**src/core/jcm_pkg.sv**
```systemverilog
// Package of constants for the processor debug chain autoselect multiplexer
package jcm_pkg;

  // Selection codes for the processor debug port routing
  typedef enum logic [0:0]
  {
    JCM_SEL_COMBINED = 1'b0,
    JCM_SEL_HEADER   = 1'b1
  } jcm_sel_t;

  // Reset value of the routing selection
  localparam jcm_sel_t JCM_SEL_RESET = JCM_SEL_COMBINED;

  // Synchroniser depth and its reset level (header clock idles high)
  localparam int         JCM_SYNC_STAGES = 2;
  localparam logic [1:0] JCM_SYNC_RESET  = 2'h3;

endpackage

```
**src/core/jcm_mux.sv**
```systemverilog
// Autoselect multiplexer routing processor debug port to combined chain or header
`timescale 1ns/1ps
module jcm_mux
  import jcm_pkg::*;
(
  // Clock and reset
  input  wire logic clk,
  input  wire logic rst_b,
  // Processor debug port
  output logic      cpu_tck,
  output logic      cpu_tms,
  output logic      cpu_tdi,
  input  wire logic cpu_tdo,
  input  wire logic cpu_tdo_en,
  // Combined chain primitive
  input  wire logic combined_chain_cpu_primitive_tck,
  input  wire logic combined_chain_cpu_primitive_tms,
  input  wire logic combined_chain_cpu_primitive_tdi,
  output logic      combined_chain_cpu_primitive_tdo,
  output logic      combined_chain_cpu_primitive_tdo_en,
  // Processor-only header pins
  input  wire logic hdr_tck,
  input  wire logic hdr_tms,
  input  wire logic hdr_tdi,
  output logic      hdr_tdo_o,
  output logic      hdr_tdo_oe_b,
  // Current routing, high when the header owns the processor port
  output logic      hdr_selected
);

  typedef struct packed
  {
    jcm_sel_t sel;
  } jcm_mux_state_t;

  jcm_mux_state_t state_r;
  jcm_mux_state_t state_nxt;
  logic           hdr_tck_sync;

  // Pins are asynchronous to clk, so the sense goes through two flops
  jcm_sync #(
    .RESET_LEVEL (JCM_SYNC_RESET[0])
  ) u_tck_sync (
    .clk      (clk),
    .rst_b    (rst_b),
    .async_in (hdr_tck),
    .sync_out (hdr_tck_sync)
  );

  always_comb
  begin
    state_nxt = state_r;
    // Latch is sticky; only reset returns to the combined chain
    if (!hdr_tck_sync)
      state_nxt.sel = JCM_SEL_HEADER;
  end

  always_ff @(posedge clk or negedge rst_b)
  begin
    if (!rst_b)
      state_r <= '{sel: JCM_SEL_RESET};
    else
      state_r <= state_nxt;
  end

  assign hdr_selected = (state_r.sel == JCM_SEL_HEADER);

  // Data path is combinational: the debug clock is far too fast to retime at 25 MHz.
  // Pin drivers only change owner on selection change, which a loader must not straddle.
  always_comb
  begin
    unique case (state_r.sel)
      JCM_SEL_HEADER:
      begin
        cpu_tck = hdr_tck;
        cpu_tms = hdr_tms;
        cpu_tdi = hdr_tdi;
        hdr_tdo_o    = cpu_tdo;
        hdr_tdo_oe_b = ~cpu_tdo_en;
        combined_chain_cpu_primitive_tdo    = 1'b0;
        combined_chain_cpu_primitive_tdo_en = 1'b0;
      end
      JCM_SEL_COMBINED:
      begin
        cpu_tck = combined_chain_cpu_primitive_tck;
        cpu_tms = combined_chain_cpu_primitive_tms;
        cpu_tdi = combined_chain_cpu_primitive_tdi;
        hdr_tdo_o    = 1'b0;
        hdr_tdo_oe_b = 1'b1;
        combined_chain_cpu_primitive_tdo    = cpu_tdo;
        combined_chain_cpu_primitive_tdo_en = cpu_tdo_en;
      end
    endcase
  end

  // Selection stays combined while the synchronised clock stays high
  chk_default_holds: assert property (@(posedge clk) disable iff (!rst_b)
    (!hdr_selected && hdr_tck_sync) |=> !hdr_selected)
    else $error("selection left combined chain without a low header clock");

  chk_low_latches: assert property (@(posedge clk) disable iff (!rst_b)
    !hdr_tck_sync |=> hdr_selected)
    else $error("low header clock did not latch header selection");

  chk_latch_sticky: assert property (@(posedge clk) disable iff (!rst_b)
    hdr_selected |=> hdr_selected [*8])
    else $error("header selection dropped without reset");

  chk_route_header: assert property (@(posedge clk) disable iff (!rst_b)
    hdr_selected |-> (cpu_tck == hdr_tck && cpu_tdi == hdr_tdi && hdr_tdo_o == cpu_tdo))
    else $error("header routing mismatch");

  chk_route_combined: assert property (@(posedge clk) disable iff (!rst_b)
    !hdr_selected |-> (cpu_tck == combined_chain_cpu_primitive_tck && hdr_tdo_oe_b))
    else $error("combined routing mismatch");

  chk_sync_delay: assert property (@(posedge clk) disable iff (!rst_b)
    (!hdr_selected && !hdr_tck ##1 !hdr_tck ##1 !hdr_tck) |=> hdr_selected)
    else $error("header clock low not seen within two flops");

  chk_no_filter: assert property (@(posedge clk) disable iff (!rst_b)
    $fell(hdr_tck_sync) |=> hdr_selected)
    else $error("single low sample was filtered");

  chk_sense_watch: assert property (@(posedge clk) disable iff (!rst_b)
    $rose(hdr_selected) |-> $past(!hdr_tck_sync))
    else $error("selection rose without a low header clock");

endmodule

```
**src/core/jcm_sync.sv**
```systemverilog
// Two-flop level synchroniser with a constant reset level
`timescale 1ns/1ps
module jcm_sync
  import jcm_pkg::*;
#(
  parameter logic RESET_LEVEL = 1'b1
)
(
  // Clock and reset
  input  wire logic clk,
  input  wire logic rst_b,
  // Asynchronous level in, synchronised level out
  input  wire logic async_in,
  output logic      sync_out
);

  typedef struct packed
  {
    logic [JCM_SYNC_STAGES-1:0] stage;
  } jcm_sync_state_t;

  jcm_sync_state_t state_r;
  jcm_sync_state_t state_nxt;

  always_comb
  begin
    state_nxt = state_r;
    // First stage is read only by the second stage
    state_nxt.stage = {state_r.stage[0], async_in};
  end

  always_ff @(posedge clk or negedge rst_b)
  begin
    if (!rst_b)
      state_r <= '{stage: {JCM_SYNC_STAGES{RESET_LEVEL}}};
    else
      state_r <= state_nxt;
  end

  assign sync_out = state_r.stage[JCM_SYNC_STAGES-1];

endmodule

```
**config.mk**
```make
export PLATFORM = sky130hd
export DESIGN_NAME = jcm_mux
export DESIGN_NICKNAME = d
export VERILOG_FILES = /design/src/core/jcm_pkg.sv /design/src/core/jcm_mux.sv /design/src/core/jcm_sync.sv
export SDC_FILE = /design/constraint.sdc
export NUM_CORES = 1
export LEC_CHECK = 0
export BUFFER_PORTS_ARGS = -buffer_cell sky130_fd_sc_hd__buf_4
export CAP_MARGIN = 20
export CORE_AREA = 2 2 39 41
export CTS_CLUSTER_SIZE = 24
export DETAILED_ROUTE_END_ITERATION = 8
export DIE_AREA = 0 0 41 43
export HOLD_SLACK_MARGIN = 0.15
export PLACE_DENSITY = 0.35
export SYNTH_ARGS = -nofsm -noshare
export SYNTH_HDL_FRONTEND = slang
export SYNTH_SLANG_ARGS = --single-unit
```
**constraint.sdc**
```tcl
create_clock -name clk -period 1.1 [get_ports clk]
set_input_delay 0.165 -clock clk [delete_from_list [all_inputs] [get_ports clk]]
set_output_delay 0.165 -clock clk [all_outputs]
set_load 0.02 [all_outputs]
```
==> metrics, run 1 <==
outcome=complete, but fails checks; violated checks=setup timing; I/O Pins=18; flop-to-flop setup slack=0.35 ns; Synth-to-Final Area Change=127%; part of the power in registers=0.306; Power Internal=0.000303 W; r2r startpoint=hdr_selected$_DFFE_PN0N_; yosys warns=0; post-route ant nets=0; post-synth net total=22; Final #Nets=46; worst hold-check path type=input pin to async pin; Power Dens Cells=1010 nW/um^2; Final WS setup=-0.210 ns; Synth Instances=12; syn avg cell area=14.1 um^2; Remaining DRCs=0; root buffer cell=clkbuf_4; P_sw=0.0000845 W; Die Y=43 um; row cnt=14; final period utilization=1.19; R2R depth=1; relative slew slack=0.887; IO buf count=17; Unique masters post-synth=8; final WL=485 um; combinational power share=0.198; Arrival @ worst endpoint=1.15 ns; vias=177; die area=1760 um^2; CTS tree=built; fin cells=51; Pre-Repair DR Iteration Count=1; Max Freq=763 MHz; GPL Wtd Cong=0.517; peak fanout along the critical path=8; CTS Buf Count=3; die width=41 um; post-synthesis register bit count=3; CP required=0.94 ns; Leakage=0.195 nW; Initial Util=0.122; CTS Sinks=3; Setup Crit Path Kind=flop to output port; gr usage total=0.0553; pins over their slew limit=0; Placed Area=313 um^2; post-synthesis sequential area ratio=0.459; hold slack=0.252 ns; # Max-Cap Violations=0; Critical Path Start Type=flop; grt ovf=0; CP Capture Type=output port; Core Area=1380 um^2; initial antenna violation count=0; post-place setup slack=-0.0430 ns; DR vias/cell=3.47; # setup viols final=8; pin count of the biggest net entering global routing=9; Worst Tran Pin Value=0.170 ns; Fillers=154; dpl cells=45; TNS Setup=-1.09 ns; global-route wire length before repair=607 um; clock-pin slew on the worst setup and hold paths=0.03 ns; H-tree depth=1; layout cells sized above 1=0.857; RSZ-0062 raised after global routing=yes; Worst-Skew Late Latency=0.23 ns; Diodes inserted=0; vias in the first global route=161; synthesized cell area=169 um^2; worst reg2reg path endpoint=hdr_selected$_DFFE_PN0N_; min Tclk post-route=1.31 ns; clock power share=0.496; Worst Clk Skew=0.00329 ns; Fin. Hold Viols=0; CTS max path bufs=2; Finished Cell Area=383 um^2; DR iter-0 viols=0; VDD IR-drop max=0.678 mV; switch share=0.218; wire length per cell=9.51 um
sequential cells by signal, summed over array words and instances (netlist names):
register            count
hdr_selected            1
u_tck_sync.state_r      2
worst max-delay path, stage by stage, from the launching register on:
cell and delay, ns:
dfrtp_2 0.46, mux2_4 0.32, buf_6 0.13
Yosys cell counts:
master | n | share of area
mux2_4 | 3 | 0.27
and2b_2 | 2 | 0.10
dfstp_2 | 2 | 0.31
and2_2 | 1 | 0.044
buf_6 | 1 | 0.067
dfrtp_1 | 1 | 0.15
nand2_1 | 1 | 0.022
nand2b_1 | 1 | 0.037
placed cells by master, fill, tap and decap left out:
cell,Yosys,routed
clkbuf_1,0,1
dfstp_2,2,2
clkbuf_4,0,3
buf_4,0,12
and2b_2,2,2
and2_2,1,1
nand2b_1,1,1
mux2_4,3,3
dlygate4sd3_1,0,2
buf_6,1,6
nand2_1,1,1
dfrtp_2,0,1
cells by family (layout without fill, tap and decap cells):
family	after synthesis	in the layout	share of synthesized area
buf+inv	1	24	0.0667
mux	3	3	0.267
simple gates	5	5	0.207
flops	3	3	0.459
worst max-delay path by stage:
stage                        startpoint      end  slack, ns  cells after the start
6_report       hdr_selected$_DFFE_PN0N_  cpu_tck      -0.21                      2
5_1_grt        hdr_selected$_DFFE_PN0N_  cpu_tck      -0.25                      2
4_1_cts        hdr_selected$_DFFE_PN0N_  cpu_tck      -0.22                      2
3_5_place_dp   hdr_selected$_DFFE_PN0N_  cpu_tck      -0.04                      2
3_3_place_gp   hdr_selected$_DFFE_PN0N_  cpu_tck      -0.02                      2
2_1_floorplan  hdr_selected$_DFFE_PN0N_  cpu_tck      0.004                      2
metal layers:
layer | routed length [um] | GRT usage
met1 | 164 | 0.0324
met5 | 0 | 0
met2 | 241 | 0.100
met3 | 80 | 0.0524
met4 | 0 | 0.0200
power groups by stage:
stage          Clock, W  Sequential [W]  Combinational, W
2_1_floorplan         0        0.000119         0.0000244
3_3_place_gp          0        0.000120         0.0000652
3_5_place_dp          0        0.000120         0.0000662
4_1_cts        0.000202        0.000119         0.0000777
5_1_grt        0.000208        0.000119         0.0000825
6_report       0.000192        0.000119         0.0000767
final cells by class:
type                    count  area [um^2]  area share
multi-input cells           8         80.1       0.209
repair buffers             20          178       0.464
flip-flops and latches      3         78.8       0.206
well taps                  16         20.0      0.0523
clock buffers               4         26.3      0.0686
repair_timing:
action | 4_1_cts | 5_1_grt
setup endpoints to repair | 8 | 8
buffers inserted | 0 | 0
hold buffers | 2 | 0
endpoints found under the hold margin | 4 | 0
gates resized for setup | 7 | 0
metrics by stage:
stage	utilization	power [W]
global placement	0.226	0.000185
finish	0.277	0.000388
CTS	0.277	0.000398
global route	0.277	0.000410
detailed placement	0.226	0.000186
floorplan	-	0.000144
Note: power is estimated with default switching activity, not from simulation.
==> run 2: changes to the inputs <==
- REMOVE_ABC_BUFFERS: not set -> 1
==> metrics, run 2 (synthesis gave the netlist of run 1 again) <==
initial antenna violation count=0; commonest non-fill, non-tap cell in the layout=buf_4; most frequent cells in the layout=buf_4 (12), buf_6 (7), mux2_4 (3), clkbuf_4 (3); r2r startpoint=hdr_selected$_DFFE_PN0N_; Leakage=0.201 nW; root buffer cell=clkbuf_4; Core Area=1380 um^2; Power Dens Cells=986 nW/um^2; Arrival @ worst endpoint=1.14 ns; Pwr Total=0.000391 W; Final #Nets=47; violated checks=setup timing; grt ovf=0; die area=1760 um^2; RSZ-0062 raised after global routing=yes; worst hold-check path type=input pin to async pin; Setup Crit Path Kind=flop to output port; pin count of the biggest net entering global routing=9; CP Capture Type=output port; wire length per cell=8.83 um; Critical Path Start Type=flop; post-route ant nets=0; # setup viols final=8; Die Y=43 um; dpl cells=45; Largest register FFs=2; Initial Util=0.122; Remaining DRCs=0; peak fanout along the critical path=8; Worst Setup SP=hdr_selected$_DFFE_PN0N_; CP required=0.94 ns; min Tclk post-route=1.31 ns; # Max-Cap Violations=0; DR vias/cell=3.60; IO buf count=17; outcome=complete, but fails checks; Pre-Repair DR Iteration Count=1; Worst Clk Skew=0.00353 ns; Fillers=158; area of the multi-input gates=82.6 um^2; fin cells=52; final WL=459 um; CTS Sinks=3; Final WS setup=-0.206 ns; CTS max path bufs=2; die width=41 um; H-tree depth=1; Worst Tran Pin Value=0.168 ns; CTS tree=built; I/O Pins=18; Max Freq=766 MHz; vias in the first global route=176; VDD IR-drop max=0.352 mV; clock-pin slew on the worst setup and hold paths=0.03 ns; gr usage total=0.0604; pins over their slew limit=0; row cnt=14; Register Area=78.8 um^2; CTS Buf Count=3; GPL Wtd Cong=0.538; Fin. Hold Viols=0; Synth-to-Final Area Change=135%; final period utilization=1.19; DR iter-0 viols=0; layout cells sized above 1=0.889; vias=187; global-route wire length before repair=648 um; Most flops, register=u_tck_sync.state_r; Worst-Skew Late Latency=0.23 ns; relative slew slack=0.888; Diodes inserted=0
run 2: changes by cell type in the layout (fill, tap and decap cells not counted):
cell     delta
nand2_1     -1
nand2_2     +1
buf_6       +1
run 2: repair_timing:
item	in CTS	in global routing
pin swaps	0	0
buffers inserted	0	1
resized for setup	7	2
endpoints found under the setup margin	8	8
hold buffers	2	0
hold endpoints to repair	4	0
run 2: cell type report:
cell class / count / share of cell area
Sequential cell: 3 / 0.199
Tap cell: 16 / 0.0505
Multi-Input combinational cell: 8 / 0.208
Clock buffer: 4 / 0.0662
Timing Repair Buffer: 21 / 0.476
run 2: critical path, stage by stage, from the launching register on:
cell and delay (ns):
dfrtp_2 0.46, mux2_4 0.32, buf_6 0.13
run 2: final timing paths:
| check | endpoint | slack [ns] | depth (start not counted) |
|---|---|---|---|
| max in group asynchronous | u_tck_sync.state_r[0]$_DFF_PN1_ | 0.65 | 2 |
| setup reg to reg | hdr_selected$_DFFE_PN0N_ | 0.36 | 1 |
| hold / removal | hdr_selected$_DFFE_PN0N_ | 0.27 | 2 |
| setup / recovery | cpu_tdi | -0.21 | 2 |
| hold reg to reg | u_tck_sync.state_r[1]$_DFF_PN1_ | 0.35 | 0 |
| min in group clk | u_tck_sync.state_r[1]$_DFF_PN1_ | 0.35 | 0 |
run 2: routing by layer:
| metal | GRT usage | wire length, um |
|---|---|---|
| met1 | 0.0453 | 108 |
| met2 | 0.0875 | 200 |
| met3 | 0.0314 | 133 |
| met4 | 0.0800 | 16 |
| met5 | 0 | 0 |
run 2: power by group:
group	total, W	switching, W	internal, W
Sequential	0.000118	0.000000875	0.000118
Combinational	0.0000771	0.0000268	0.0000502
Clock	0.000196	0.0000596	0.000136
Total	0.000391	0.0000873	0.000304
run 2: stage by stage:
step / hold slack (ns) / setup slack (ns) / TNS (ns) / util / instance area [um^2]
floorplan: -0.131 / 0.00403 / 0 / - / 158
finish: 0.267 / -0.206 / -1.29 / 0.287 / 397
detailed placement: -0.0453 / -0.0456 / -0.130 / 0.226 / 313
global placement: -0.0461 / -0.0223 / -0.0629 / 0.226 / 313
global route: 0.278 / -0.239 / -1.56 / 0.287 / 397
CTS: 0.243 / -0.223 / -1.25 / 0.277 / 383
==> run 3: changes to the inputs <==
- ABC_AREA: not set -> 1
- PLACE_DENSITY: 0.35 -> 0.34
==> metrics, run 3 <==
outcome=complete, but fails checks; violated checks=setup timing; Critical Path Most Common Cell=buf_6; Arrival @ worst endpoint=1.02 ns; I/O Pins=18; yosys warns=0; post-route ant nets=0; Remaining DRCs=0; Unique masters post-synth=8; Max Freq=840 MHz; ys async rst share=1.00; Final WS setup=-0.0899 ns; peak fanout along the critical path=6; initial antenna violation count=0; final WL=546 um; delay of the slowest critical-path stage=0.45 ns; worst hold-check path type=input pin to async pin; most common cell in the netlist=nand2_1; ys flop type=dfstp_2; CTS tree=built; post-place setup slack=0.0639 ns; root buffer cell=clkbuf_4; post-synthesis register bit count=3; Critical Path Start Type=flop; hpwl dp=412 um; Diodes inserted=0; relative slew slack=0.897; vias in the first global route=204; Worst Clk Skew=0.00163 ns; die width=41 um; Die Y=43 um; Fin. Hold Viols=0; row cnt=14; most frequent cells in the layout=buf_4 (12), nand2_1 (8), buf_6 (7); pins over their slew limit=0; layout cells sized above 1=0.717; GPL Wtd Cong=0.550; IO buf count=17; CP required=0.94 ns; fin cells=62; Post-synth EDFFs=0; commonest non-fill, non-tap cell in the layout=buf_4; CP Capture Type=output port; Synth Instances=22; cell accounting for the most synthesized area=dfstp_2; VDD IR-drop max=0.674 mV; Core Area=1380 um^2; Initial Util=0.115; Synth-to-Final Area Change=157%; pin count of the biggest net entering global routing=10; final period utilization=1.08; # Max-Cap Violations=0; CTS max path bufs=2; Yosys top cell area share=0.331; DR iter-0 viols=0; Setup Crit Path Kind=flop to output port; DR vias/cell=3.52; synthesized cell area=159 um^2; H-tree depth=1; CTS Sinks=3; dpl cells=54; Final #Nets=57; CTS Buf Count=3; clock-pin slew on the worst setup and hold paths=0.04 ns; die area=1760 um^2; Leakage=0.214 nW; wire length per cell=8.81 um; min Tclk post-route=1.19 ns; Largest register FFs=2; Most flops, register=u_tck_sync.state_r; grt ovf=0; post-synthesis sequential area ratio=0.488; syn avg cell area=7.22 um^2; global-route wire length before repair=690 um; hold slack=0.265 ns; Synth area leaders=dfstp_2 (33%), nand2_1 (28%), dfrtp_1 (16%), buf_6 (7.1%), inv_1 (4.7%); gr usage total=0.0654; critical path cell sequence=buf_6 > nor2_4 > buf_6; # setup viols final=8; Pre-Repair DR Iteration Count=1; Worst-Skew Late Latency=0.23 ns; Power Dens Cells=955 nW/um^2; RSZ-0062 raised after global routing=yes; vias=218; Worst Tran Pin Value=0.155 ns; CP max-delay cell=dfrtp_2; top cells by count, synth=nand2_1 (12), dfstp_2 (2), inv_1 (2), nor2_1 (2)
==> run 3: layout make-up <==
cell class	instances	area, um^2
multi-input cells	14	77.6
clock buffers	4	26.3
well taps	16	20.0
repair buffers	21	189
flip-flops and latches	3	78.8
inverters	4	17.5
fillers	153	975
==> run 3: timing repair <==
item | in CTS | in global routing
pin swaps | 0 | 3
endpoints found under the setup margin | 8 | 7
setup buffers | 0 | 2
gates resized for setup | 4 | 14
hold buffers | 2 | 0
hold endpoints to repair | 4 | 0
==> run 3: worst max-delay path: cells and delay by family, from the launching register on <==
family	cells	cell delay [ns]
AND/OR/NAND/NOR	1	0.07
buffers and inverters	2	0.27
flip-flops	1	0.45
==> run 3: final timing paths <==
| kind | from | endpoint | slack, ns | cells after the start |
|---|---|---|---|---|
| worst max-delay path | hdr_selected$_DFFE_PN0N_ | combined_chain_cpu_primitive_tdo | -0.09 | 3 |
| worst min-delay path | rst_b | hdr_selected$_DFFE_PN0N_ | 0.26 | 2 |
| worst max register to register | hdr_selected$_DFFE_PN0N_ | hdr_selected$_DFFE_PN0N_ | 0.30 | 3 |
| worst min register to register | u_tck_sync.state_r[0]$_DFF_PN1_ | u_tck_sync.state_r[1]$_DFF_PN1_ | 0.35 | 0 |
| max in group asynchronous | rst_b | u_tck_sync.state_r[0]$_DFF_PN1_ | 0.65 | 2 |
| min in group clk | u_tck_sync.state_r[0]$_DFF_PN1_ | u_tck_sync.state_r[1]$_DFF_PN1_ | 0.35 | 0 |
==> run 3: power breakdown <==
group | switching [W] | total [W] | internal, W
logic | 0.0000338 | 0.0000795 | 0.0000457
registers | 0.000000889 | 0.000118 | 0.000117
clock network | 0.0000568 | 0.000193 | 0.000136
total | 0.0000915 | 0.000391 | 0.000299
==> run 3: logic make-up after synthesis <==
kind of cell	after synthesis	share of synthesized area
buffers and inverters	5	0.181
AND/OR/NAND/NOR	14	0.331
flip-flops	3	0.488
==> run 3: routing by layer <==
layer  vias to the layer above  part of all wire  global-route usage
met3                         0              0.14              0.0471
met5                         -                 0                   0
met2                        16              0.51               0.109
li1                        109                 -                   -
met1                        93              0.36              0.0388
met4                         0                 0              0.0600
==> run 3: through the flow <==
step	total power (W)	setup TNS (ns)	util	area (um^2)
after floorplan	0.000141	0	-	148
after global placement	0.000184	0	0.213	295
after detailed placement	0.000185	0	0.213	295
after CTS	0.000393	-0.442	0.256	354
after global routing	0.000410	-0.836	0.296	409
final	0.000391	-0.509	0.296	409
